File: config.mk
export PLATFORM = sky130hd
export DESIGN_NAME = sdq_adc_seq
export DESIGN_NICKNAME = d
export VERILOG_FILES = /design/src/sdq_pkg.sv /design/src/sdq_adc_seq.sv
export SDC_FILE = /design/constraint.sdc
export NUM_CORES = 1
export LEC_CHECK = 0
export BUFFER_PORTS_ARGS = -buffer_cell sky130_fd_sc_hd__buf_2
export CAP_MARGIN = 40
export CELL_PAD_IN_SITES_DETAIL_PLACEMENT = 1
export CELL_PAD_IN_SITES_GLOBAL_PLACEMENT = 1
export CORE_ASPECT_RATIO = 0.75
export CORE_UTILIZATION = 54
export CTS_BUF_LIST = sky130_fd_sc_hd__clkbuf_8
export CTS_CLUSTER_DIAMETER = 60
export DETAILED_ROUTE_END_ITERATION = 10
export PLACE_DENSITY = 0.95
export SLEW_MARGIN = 20
export SYNTH_ARGS = -nofsm -noshare
export SYNTH_HDL_FRONTEND = slang
export SYNTH_SLANG_ARGS = --single-unit
File: constraint.sdc
create_clock -name core_clk -period 11.5 [get_ports core_clk]
set_input_delay 1.725 -clock core_clk [delete_from_list [all_inputs] [get_ports core_clk]]
set_output_delay 1.725 -clock core_clk [all_outputs]
set_load 0.005 [all_outputs]
File: src/sdq_pkg.sv
package sdq_pkg;

  // apb register map (byte addresses)
  localparam logic [7:0] OFF_CTRL   = 8'h00;
  localparam logic [7:0] OFF_STATUS = 8'h04;
  localparam logic [7:0] OFF_RESULT = 8'h08;

  // control register fields
  localparam int CTRL_MODE_LSB = 0;
  localparam int CTRL_MODE_MSB = 1;
  localparam int CTRL_RES8     = 2;
  localparam int CTRL_IRQ_EN   = 3;
  localparam int CTRL_DMA_EN   = 4;
  localparam int CTRL_START    = 8;
  localparam int CTRL_STOP     = 9;

  // status register fields
  localparam int STAT_DONE  = 0;
  localparam int STAT_BUSY  = 1;
  localparam int STAT_VALID = 2;

  // conversion figures
  localparam int CLK_HZ          = 25_000_000;
  localparam int SPS_HI          = 192_000;
  localparam int SPS_LO          = 384_000;
  localparam int RES_HI          = 12;
  localparam int RES_LO          = 8;
  localparam int OSR_LOG2_HI_DEF = 7;
  localparam int OSR_LOG2_LO_DEF = 6;
  localparam int SINC_ORDER      = 4;
  localparam logic [1:0] PRIME_CONV = 2'h3;

  typedef enum logic [1:0] {
    MODE_SINGLE,
    MODE_MULTI,
    MODE_CONT,
    MODE_TURBO
  } sdq_mode_t;

  typedef enum logic [1:0] {
    ST_IDLE,
    ST_CONV,
    ST_HOLD
  } sdq_state_t;

  typedef struct packed {
    sdq_mode_t mode;
    logic      res8;
    logic      irq_en;
    logic      dma_en;
  } sdq_cfg_t;

  localparam sdq_cfg_t CFG_RST = '{mode: MODE_SINGLE, res8: 1'b0, irq_en: 1'b0, dma_en: 1'b0};

endpackage

File: src/sdq_adc_seq.sv
// Register access over APB and the register offsets were chosen for this implementation.
`timescale 1ns/10ps
// Functional notes
// - four modes: single, multi, continuous, turbo
// - start by control bit or strobe
// - completion sets status done bit
// - eoc high until result is read
// - single mode waits in standby
// - single trigger runs four conversions
// - result valid after fourth conversion
// - after readout single returns to standby
// - continuous first result after three primes
// - continuous results follow without retrigger
// - multi mode resets filter between samples
// - multi mode re-primes before each sample
// - multi sample starts next automatically
// - output depends on last four periods
// - after mux change wait four samples
// - twelve bit setting near 192 ksps
// - eight bit setting doubles the rate
// - serial modulator bits decimated to words
// - fourth order sinc response
// - eoc routed to irq, dma, poll
module sdq_adc_seq
  import sdq_pkg::*;
#(
  parameter int OSR_LOG2_HI = OSR_LOG2_HI_DEF,
  parameter int OSR_LOG2_LO = OSR_LOG2_LO_DEF
)
(
  input  wire logic        core_clk,
  input  wire logic        rst,
  input  wire logic        psel,
  input  wire logic        penable,
  input  wire logic        pwrite,
  input  wire logic [7:0]  paddr,
  input  wire logic [31:0] pwdata,
  output logic      [31:0] prdata,
  output logic             pready,
  output logic             pslverr,
  input  wire logic        mod_bit,
  input  wire logic        soc,
  input  wire logic        mux_chg,
  input  wire logic        dma_ack,
  output logic             eoc,
  output logic             eoc_irq,
  output logic             eoc_dma,
  output logic      [11:0] result_data,
  output logic             busy
);

  localparam int ACC_W = SINC_ORDER * OSR_LOG2_HI + 1;
  localparam int DEC_W = OSR_LOG2_HI;

  sdq_state_t        st_r;
  sdq_cfg_t          cfg_r;
  logic [1:0]        prime_cnt_r;
  logic [DEC_W-1:0]  dec_cnt_r;
  logic [DEC_W-1:0]  osr_max;
  logic              eoc_r;
  logic              eoc_nxt;
  logic [11:0]       result_r;
  logic [31:0]       prdata_r;
  logic              pready_r;
  logic              pslverr_r;
  logic              eoc_irq_r;
  logic              eoc_dma_r;
  logic              busy_r;
  logic              setup_ph;
  logic              acc_done;
  logic              wr_ctrl;
  logic              rd_res;
  logic              start_req;
  logic              stop_req;
  logic              tick;
  logic              publish;
  logic              flt_clr;
  logic              run;
  logic              res_clr;
  logic [ACC_W-1:0]  integ_r [0:SINC_ORDER-1];
  logic [ACC_W-1:0]  cdly_r  [0:SINC_ORDER-1];
  logic [ACC_W-1:0]  comb_w  [0:SINC_ORDER];

  // apb handshake: answer is prepared in the setup cycle, taken in the first access cycle
  assign setup_ph = psel && !penable;
  assign acc_done = psel && penable && pready_r;
  assign wr_ctrl  = acc_done && pwrite && (paddr == OFF_CTRL);
  assign rd_res   = acc_done && !pwrite && (paddr == OFF_RESULT);

  assign start_req = (wr_ctrl && pwdata[CTRL_START]) || soc;
  assign stop_req  = wr_ctrl && pwdata[CTRL_STOP];
  assign res_clr   = rd_res || dma_ack;

  // decimation period length selects resolution against rate
  assign osr_max = cfg_r.res8 ? DEC_W'((1 << OSR_LOG2_LO) - 1) : '1;
  assign run     = (st_r == ST_CONV);
  assign tick    = run && (dec_cnt_r == osr_max);
  // a mux switch in the same period discards the result
  assign publish = tick && !mux_chg && (prime_cnt_r == PRIME_CONV);

  // filter restart when a sequence begins, a multi sample re-primes or a turbo result is published
  always_comb
  begin
    flt_clr = 1'b0;
    if (st_r == ST_IDLE && start_req && !stop_req)
    begin
      flt_clr = 1'b1;
    end
    else if (st_r == ST_HOLD && cfg_r.mode == MODE_MULTI && !eoc_r && !stop_req)
    begin
      flt_clr = 1'b1;
    end
    else if (publish && cfg_r.mode == MODE_TURBO)
    begin
      flt_clr = 1'b1;
    end
  end

  // sinc4 decimator: four integrators at bit rate, four combs at result rate
  assign comb_w[0] = integ_r[SINC_ORDER-1];
  for (genvar k = 0; k < SINC_ORDER; k++)
  begin : g_sinc
    if (k == 0)
    begin : g_first
      always_ff @(posedge core_clk)
      begin
        if (rst || flt_clr)
        begin
          integ_r[k] <= '0;
        end
        else if (run)
        begin
          integ_r[k] <= integ_r[k] + {{(ACC_W-1){1'b0}}, mod_bit};
        end
      end
    end
    else
    begin : g_rest
      always_ff @(posedge core_clk)
      begin
        if (rst || flt_clr)
        begin
          integ_r[k] <= '0;
        end
        else if (run)
        begin
          integ_r[k] <= integ_r[k] + integ_r[k-1];
        end
      end
    end
    assign comb_w[k+1] = comb_w[k] - cdly_r[k];
    always_ff @(posedge core_clk)
    begin
      if (rst || flt_clr)
      begin
        cdly_r[k] <= '0;
      end
      else if (tick)
      begin
        cdly_r[k] <= comb_w[k];
      end
    end
  end

  // scale and saturate the comb output to the selected width
  function automatic logic [11:0] pick_result(input logic [ACC_W-1:0] v, input logic r8);
    logic [11:0] w;
    w = '0;
    if (r8)
    begin
      w[RES_LO-1:0] = v[SINC_ORDER*OSR_LOG2_LO] ? '1 :
                      v[SINC_ORDER*OSR_LOG2_LO-1 -: RES_LO];
    end
    else
    begin
      w = v[SINC_ORDER*OSR_LOG2_HI] ? '1 : v[SINC_ORDER*OSR_LOG2_HI-1 -: RES_HI];
    end
    return w;
  endfunction

  // sequencer
  always_ff @(posedge core_clk)
  begin
    if (rst)
    begin
      st_r <= ST_IDLE;
    end
    else if (stop_req)
    begin
      st_r <= ST_IDLE;
    end
    else
    begin
      unique case (st_r)
        ST_IDLE:
        begin
          if (start_req)
          begin
            st_r <= ST_CONV;
          end
        end
        ST_CONV:
        begin
          if (publish && (cfg_r.mode == MODE_SINGLE || cfg_r.mode == MODE_MULTI))
          begin
            st_r <= ST_HOLD;
          end
        end
        ST_HOLD:
        begin
          if (!eoc_r)
          begin
            st_r <= (cfg_r.mode == MODE_MULTI) ? ST_CONV : ST_IDLE;
          end
        end
      endcase
    end
  end

  // priming counter; triggers while busy do not touch it
  always_ff @(posedge core_clk)
  begin
    if (rst || flt_clr)
    begin
      prime_cnt_r <= '0;
    end
    else if (run && mux_chg)
    begin
      prime_cnt_r <= '0;
    end
    else if (tick && prime_cnt_r != PRIME_CONV)
    begin
      prime_cnt_r <= prime_cnt_r + 2'h1;
    end
  end

  always_ff @(posedge core_clk)
  begin
    if (rst || flt_clr || !run || tick)
    begin
      dec_cnt_r <= '0;
    end
    else
    begin
      dec_cnt_r <= dec_cnt_r + 1'b1;
    end
  end

  // done flag: a new result wins over a read in the same cycle
  always_comb
  begin
    eoc_nxt = eoc_r;
    if (publish)
    begin
      eoc_nxt = 1'b1;
    end
    else if (res_clr)
    begin
      eoc_nxt = 1'b0;
    end
  end

  always_ff @(posedge core_clk)
  begin
    if (rst)
    begin
      eoc_r     <= 1'b0;
      eoc_irq_r <= 1'b0;
      eoc_dma_r <= 1'b0;
    end
    else
    begin
      eoc_r     <= eoc_nxt;
      eoc_irq_r <= eoc_nxt && cfg_r.irq_en;
      eoc_dma_r <= eoc_nxt && cfg_r.dma_en;
    end
  end

  always_ff @(posedge core_clk)
  begin
    if (rst)
    begin
      result_r <= '0;
    end
    else if (publish)
    begin
      result_r <= pick_result(comb_w[SINC_ORDER], cfg_r.res8);
    end
  end

  always_ff @(posedge core_clk)
  begin
    if (rst)
    begin
      busy_r <= 1'b0;
    end
    else
    begin
      busy_r <= (st_r != ST_IDLE);
    end
  end

  // configuration register
  always_ff @(posedge core_clk)
  begin
    if (rst)
    begin
      cfg_r <= CFG_RST;
    end
    else if (wr_ctrl)
    begin
      cfg_r.mode   <= sdq_mode_t'(pwdata[CTRL_MODE_MSB:CTRL_MODE_LSB]);
      cfg_r.res8   <= pwdata[CTRL_RES8];
      cfg_r.irq_en <= pwdata[CTRL_IRQ_EN];
      cfg_r.dma_en <= pwdata[CTRL_DMA_EN];
    end
  end

  // apb slave: read data and error prepared during setup
  always_ff @(posedge core_clk)
  begin
    if (rst)
    begin
      prdata_r  <= '0;
      pready_r  <= 1'b0;
      pslverr_r <= 1'b0;
    end
    else
    begin
      pready_r  <= setup_ph;
      pslverr_r <= 1'b0;
      prdata_r  <= '0;
      if (setup_ph)
      begin
        unique case (paddr)
          OFF_CTRL:
          begin
            prdata_r[CTRL_MODE_MSB:CTRL_MODE_LSB] <= cfg_r.mode;
            prdata_r[CTRL_RES8]   <= cfg_r.res8;
            prdata_r[CTRL_IRQ_EN] <= cfg_r.irq_en;
            prdata_r[CTRL_DMA_EN] <= cfg_r.dma_en;
          end
          OFF_STATUS:
          begin
            prdata_r[STAT_DONE]  <= eoc_r;
            prdata_r[STAT_BUSY]  <= (st_r != ST_IDLE);
            prdata_r[STAT_VALID] <= (prime_cnt_r == PRIME_CONV);
          end
          OFF_RESULT:
          begin
            prdata_r[11:0] <= result_r;
          end
          default:
          begin
            pslverr_r <= 1'b1;
          end
        endcase
      end
    end
  end

  assign prdata      = prdata_r;
  assign pready      = pready_r;
  assign pslverr     = pslverr_r;
  assign eoc         = eoc_r;
  assign eoc_irq     = eoc_irq_r;
  assign eoc_dma     = eoc_dma_r;
  assign result_data = result_r;
  assign busy        = busy_r;
endmodule

**Word-level counts from Yosys, hierarchy flattened**

Memory sizes are Yosys's and may differ from the RTL's.
Cells that the tools add are included.

- Register bits: 66
- RAM bits: 232
- Bits of input ports: 49
- Output and inout bits: 50
- Memories: 2

Memory list:

| memory | words | width | read ports | clocked after Yosys merged registers in | write ports | line | RTL |
|---|---|---|---|---|---|---|---|
| cdly_r | 4 | 29 | 4 | 0 | 4 | sdq_adc_seq.sv:81 | `logic [ACC_W-1:0] cdly_r [0:SINC_ORDER-1];` |
| integ_r | 4 | 29 | 4 | 0 | 4 | sdq_adc_seq.sv:80 | `logic [ACC_W-1:0] integ_r [0:SINC_ORDER-1];` |

- $add $sub $neg: 10
- Equality and inequality tests: 12
- Multiplexer cells: 34
- Bitwise operators: 10
- Reduce and logical (&&, ||, !) cells: 45

Operator list:

| operator | number |
|---|---|
| 29-bit two-way mux | 8 |
| 29-bit subtractor | 4 |
| 29-bit adder | 3 |
| 29-bit by 1-bit adder with 29-bit output | 1 |
| 1-bit logical AND | 23 |
| 8-bit two-way mux | 2 |
| 1-bit two-way mux | 15 |
| 12-bit two-way mux | 1 |
| 3-bit case mux with 3 select lines | 1 |
| 8-bit by 3-bit == test with 1-bit output (second input constant) | 1 |
| 8-bit by 4-bit == test with 1-bit output (second input constant) | 1 |
| 8-bit logical NOT | 1 |
| 1-bit bitwise OR | 8 |
| 7-bit by 1-bit adder with 7-bit output (second input constant) | 1 |
| 7-bit == test | 1 |
| 7-bit two-way mux | 1 |
| 2-bit == test (second input constant) | 3 |
| 1-bit logical NOT | 6 |
| 1-bit logical OR | 6 |
| 2-bit two-way mux | 3 |
| 2-bit inequality test (second input constant) | 3 |
| 2-bit case mux with 3 select lines | 1 |
| 2-bit OR reduction | 3 |
| 3-bit OR reduction | 2 |
| 9 further kinds | 12 |

**Depth between registers and ports, before layout**

- Depth in word-level cells: 13
- Mapped depth: 42
- Gate-level depth less buffers: 42

**Least setup slack after synthesis**

OpenSTA, ideal clock, no wires.

- Kind: register -> register
- From: mem integ_r[3][1] (netlist name)
- To: reg result_r[8] (netlist: result_data[8])
- Library setup time: 0.067 ns
- Arrival: 7.148 ns
- Data required time: 11.433 ns
- Setup slack: 4.284 ns
- Cell stages (with the launch flop): 37
- Buffers on the path: 0
- Period minus slack after synthesis: 7.216 ns
- Cells stage by stage: edfxtp_1 -> ha_1 -> nor2b_1 -> o21ai_0 -> a21oi_1 -> o21ai_0 -> nand2b_1 -> a21o_1 -> a21o_1 -> xor2_1 -> ha_1 -> o21ai_0 -> a31oi_1 -> o21ai_0 -> a21oi_1 -> o21ai_0 -> nor2b_1 -> xnor2_1 -> ha_1 -> a21oi_1 -> o21a_1 -> a21oi_1 -> a311o_1 -> a21o_1 -> a21oi_1 -> xnor2_1 -> ha_1 -> nand2_1 -> nor2_1 -> a211oi_1 -> o2111ai_1 -> nand3_1 -> a211oi_1 -> o41ai_1 -> xor3_2 -> or4_4 -> o21ai_2

RTL lines:

| what | line | RTL |
|---|---|---|
| from (decl) | sdq_adc_seq.sv:80 |  |
| to (signal assigned) | sdq_adc_seq.sv:287 | `result_r <= pick_result(comb_w[SINC_ORDER], cfg_r.res8);` |
| to (decl) | sdq_adc_seq.sv:62 | `logic [11:0] result_r;` |

==> tab_implementation.tex <==
\begin{tabular}{lr}
\hline
Metric & Value \\
\hline
\multicolumn{2}{l}{\textbf{Critical path}} \\
Critical Path Max Stage Delay & 0.49 ns \\
Worst path most repeated cell & sky130\_fd\_sc\_hd\_\_o21ai\_0 \\
Buf+Inv Stages, Crit Path & 1 \\
Worst Reg2Reg Path Length in Cells & 38 \\
Worst-path cell with the longest stage delay & sky130\_fd\_sc\_hd\_\_a2111oi\_0 \\
Family of cells with the greatest summed delay on the critical path & compound AO/OA/AOI/OAI gates \\
Crit. End Element & flip-flop \\
Critical path peak fanout & 8 \\
Crit path launch & integ\_r[3][1]\$\_SDFFCE\_PN0P\_ \\
Reg2reg setup slack & 2.22 ns \\
CP Launch Type & flip-flop \\
Number of stages on the worst setup path & 38 \\
Data required time of the worst path & 11.94 ns \\
Arrival time reported for the critical path endpoint & 9.72 ns \\
Crit Path Class & reg -> reg \\
Worst setup path end & result\_data[2]\$\_SDFFE\_PP0P\_ \\
Reg-to-Reg End & result\_data[2]\$\_SDFFE\_PP0P\_ \\
Reg2Reg Launch Point & integ\_r[3][1]\$\_SDFFCE\_PN0P\_ \\
\multicolumn{2}{l}{\textbf{Pwr}} \\
Worst vdd ir & 0.0002181 V \\
Net load switching power & 2531 uW \\
Switching portion of total power & 0.4691 \\
PD cells & 252.1 nW/um\^{}2 \\
Register share of total power & 0.226 \\
Static leakage & 0.009212 uW \\
Internal power component & 2864 uW \\
Clock network fraction of design power & 0.161 \\
Combinational share of power & 0.613 \\
\multicolumn{2}{l}{\textbf{Run status}} \\
Run status & complete, no violations \\
\multicolumn{2}{l}{\textbf{Logic synthesis}} \\
Share of async-settable or async-resettable flops after synthesis & 0 \\
Number of instances in the synthesized netlist & 2069 \\
Unique cell type count in the Yosys netlist & 87 \\
Largest cells by area after synthesis & sky130\_fd\_sc\_hd\_\_edfxtp\_1, sky130\_fd\_sc\_hd\_\_ha\_1, sky130\_fd\_sc\_hd\_\_dfxtp\_1 \\
Main combinational cell family by area after synthesis & simple AND/OR/NAND/NOR gates \\
Warnings from Yosys & 0 \\
Mean instance size in the synthesized netlist & 9.562 um\^{}2 \\
Most common library cells after synthesis & sky130\_fd\_sc\_hd\_\_edfxtp\_1, sky130\_fd\_sc\_hd\_\_nor2\_1, sky130\_fd\_sc\_hd\_\_ha\_1 \\
Synth top area share & 0.3521 \\
Synthesized-area fraction occupied by ao, oa, aoi and oai cells & 0.1537 \\
Number of synthesized flops with an enable pin & 232 \\
Multiplexer area fraction after synthesis & 0.007146 \\
Synth Area in Simple Gates & 0.1791 \\
Number of storage elements in the synthesis netlist & 278 \\
Most used DFF post-synth & sky130\_fd\_sc\_hd\_\_edfxtp\_1 \\
Most frequent cell after synthesis & sky130\_fd\_sc\_hd\_\_edfxtp\_1 \\
Area share of xor/xnor cells in the synthesized design & 0.07943 \\
Share of synthesized area occupied by flip-flops and latches & 0.3987 \\
Most area-hungry cell type in the Yosys netlist & sky130\_fd\_sc\_hd\_\_edfxtp\_1 \\
Cell Area, Synth & 19780 um\^{}2 \\
Synthesized-area fraction occupied by adder cells & 0.1319 \\
\multicolumn{2}{l}{\textbf{Detailed routing}} \\
DRT iter0 DRCs & 1248 \\
Final routed DRC violation total & 0 \\
Iteration count of the initial detailed-routing pass & 6 \\
Post-detailed-route count of antenna-violating nets & 0 \\
Detailed-route via count & 16387 \\
Final WL & 59520 um \\
DR WL/cell & 22.49 um \\
Vias per Instance & 6.193 \\
\multicolumn{2}{l}{\textbf{Placed design}} \\
Dpl cells & 2556 \\
DP HPWL & 40750 um \\
Input/output buffers & 53 \\
Instance area after placement & 20510 um\^{}2 \\
RePlAce Congestion & 0.8569 \\
Worst-case setup slack after placement & 2.933 ns \\
\multicolumn{2}{l}{\textbf{Global routing}} \\
Initial antenna violation count & 1 \\
Global routing usage on met1 & 0.3627 \\
Met2 Resource Use GR & 0.5777 \\
Global route total overflow & 0 \\
Via count of the first global-routing pass & 17859 \\
Overall track demand over capacity in global routing & 0.3156 \\
Global-route wire length before repair & 94700 um \\
Largest net degree at the start of global routing & 76 \\
Routing usage on met3 & 0.04685 \\
Most crowded layer after global routing & met2 \\
\multicolumn{2}{l}{\textbf{Timing}} \\
Worst setup slack after layout & 2.218 ns \\
Worst slew slack as a fraction of its limit & 0.5032 \\
Endpoints failing setup & 0 \\
Setup repair after global routing missed its margin & false \\
Worst slew pin tran & 0.7355 ns \\
Timing-limited maximum frequency & 107.7 MHz \\
Final hold violation count & 0 \\
Final Critical Period & 9.282 ns \\
Final-layout worst hold slack & 0.4885 ns \\
Pins over their slew limit & 0 \\
Setup clock skew after layout & 0.03157 ns \\
Fin Setup TNS & 0 ns \\
Final worst-path cycle share & 0.8071 \\
\multicolumn{2}{l}{\textbf{Clocking}} \\
Number of sinks driven by the clock tree & 278 \\
Clock insertion delay at the later pin of the skew report & 0.60 ns \\
Clock buffers created by TritonCTS & 49 \\
\# resized after CTS & 0 \\
Post-CTS setup-driven buffer insertion count & 0 \\
TritonCTS clock tree & done \\
Clock transition at the register clock pins on the worst setup and hold paths after CTS & 0.06 ns \\
Post-CTS Hold Fix Bufs & 0 \\
Root cell of the clock tree & sky130\_fd\_sc\_hd\_\_clkbuf\_8 \\
Longest Clk Path Bufs & 3 \\
Maximum level of the CTS H-tree & 2 \\
\multicolumn{2}{l}{\textbf{Die}} \\
Die area & 37420 um\^{}2 \\
Initial Utilization & 0.5502 \\
Overall die width & 223.0 um \\
Number of placement rows & 60 \\
Total core area & 35960 um\^{}2 \\
Die height & 167.8 um \\
Top-level I/O count & 99 \\
\multicolumn{2}{l}{\textbf{Run}} \\
Maximum Capacitance Violations & 0 \\
\multicolumn{2}{l}{\textbf{Finish}} \\
Synth-to-Final Area Change & 8.184\% \\
Post-layout instance area & 21400 um\^{}2 \\
Fraction of final layout cells with drive strength greater than 1 & 0.07752 \\
Fillcell total & 4059 \\
Number of standard cells in the final layout excluding fillers & 2646 \\
Nets & 2397 \\
\multicolumn{2}{l}{\textbf{Min path}} \\
Class of the tightest hold or removal check & reg -> reg \\
\hline
\end{tabular}
-- layout make-up --
class                      instances  area, um^2  area share
antenna                            1       2.502   0.0001169
inverter                         168       630.6     0.02946
multi-input combinational       1583       11020      0.5148
timing repair buffer              63       400.4     0.01871
sequential                       278        7888      0.3685
clock inverter                    34       138.9    0.006489
clock buffer                      54       743.2     0.03472
tap                              465       581.8     0.02718
-- stage by stage --
stage	power [uW]	utilization
floorplan	3548	-
global placement	4031	0.5679
detailed placement	4335	0.5703
CTS	5323	0.5948
global route	5710	0.5952
finish	5395	0.5952
-- kinds of logic (layout without fill, tap and decap cells) --
family / count (synthesis) / count (layout)
AND/OR/NAND/NOR: 708 / 708
AO/OA/AOI/OAI: 461 / 461
flip-flops: 278 / 278
buffers and inverters: 227 / 319
adder cells (fa/ha/maj): 205 / 205
XOR/XNOR: 175 / 175
multiplexers: 14 / 14
other: 1 / 21
-- how the worst min path moves through the flow --
stage	slack, ns	cells after the start	from	to
final	0.49	1	result_data[9]$_SDFFE_PP0P_	prdata[9]$_SDFF_PP0_
after global routing	0.51	1	result_data[9]$_SDFFE_PP0P_	prdata[9]$_SDFF_PP0_
after CTS	0.48	1	dec_cnt_r[0]$_SDFF_PP0_	dec_cnt_r[0]$_SDFF_PP0_
after detailed placement	0.47	1	dec_cnt_r[0]$_SDFF_PP0_	dec_cnt_r[0]$_SDFF_PP0_
after global placement	0.43	1	dec_cnt_r[0]$_SDFF_PP0_	dec_cnt_r[0]$_SDFF_PP0_
after floorplan	0.42	1	dec_cnt_r[0]$_SDFF_PP0_	dec_cnt_r[0]$_SDFF_PP0_
-- power by group through the flow --
stage | clock network (uW) | logic (uW) | registers [uW]
6_report | 870 | 3310 | 1220
3_5_place_dp | 0 | 3100 | 1240
4_1_cts | 877 | 3230 | 1220
5_1_grt | 913 | 3570 | 1220
3_3_place_gp | 0 | 2810 | 1230
2_1_floorplan | 0 | 2330 | 1220
-- sequential cells by signal, summed over array words and instances (netlist names) --
signal,count
busy,1
cdly_r,116
cfg_r,5
dec_cnt_r,7
eoc,1
eoc_dma,1
eoc_irq,1
integ_r,116
prdata,12
pready,1
prime_cnt_r,2
pslverr,1
result_data,12
st_r,2
-- placed cells by master, fill, tap and decap left out, drive strengths merged, types with 79 or more instances in the layout --
cell type,n
a21oi,138
xnor2,94
xor2,79
o21ai,96
and2,120
edfxtp,232
inv,191
nor2,221
ha,199
nand2,114
-- metal layers --
layer	routed length [um]	share of wire	vias to the layer above
met4	2608	0.044	0
met3	2770	0.047	226
li1	-	-	7485
met5	0	0	-
met1	23810	0.40	8085
met2	30330	0.51	591
Note: power is estimated with default switching activity, not from simulation.
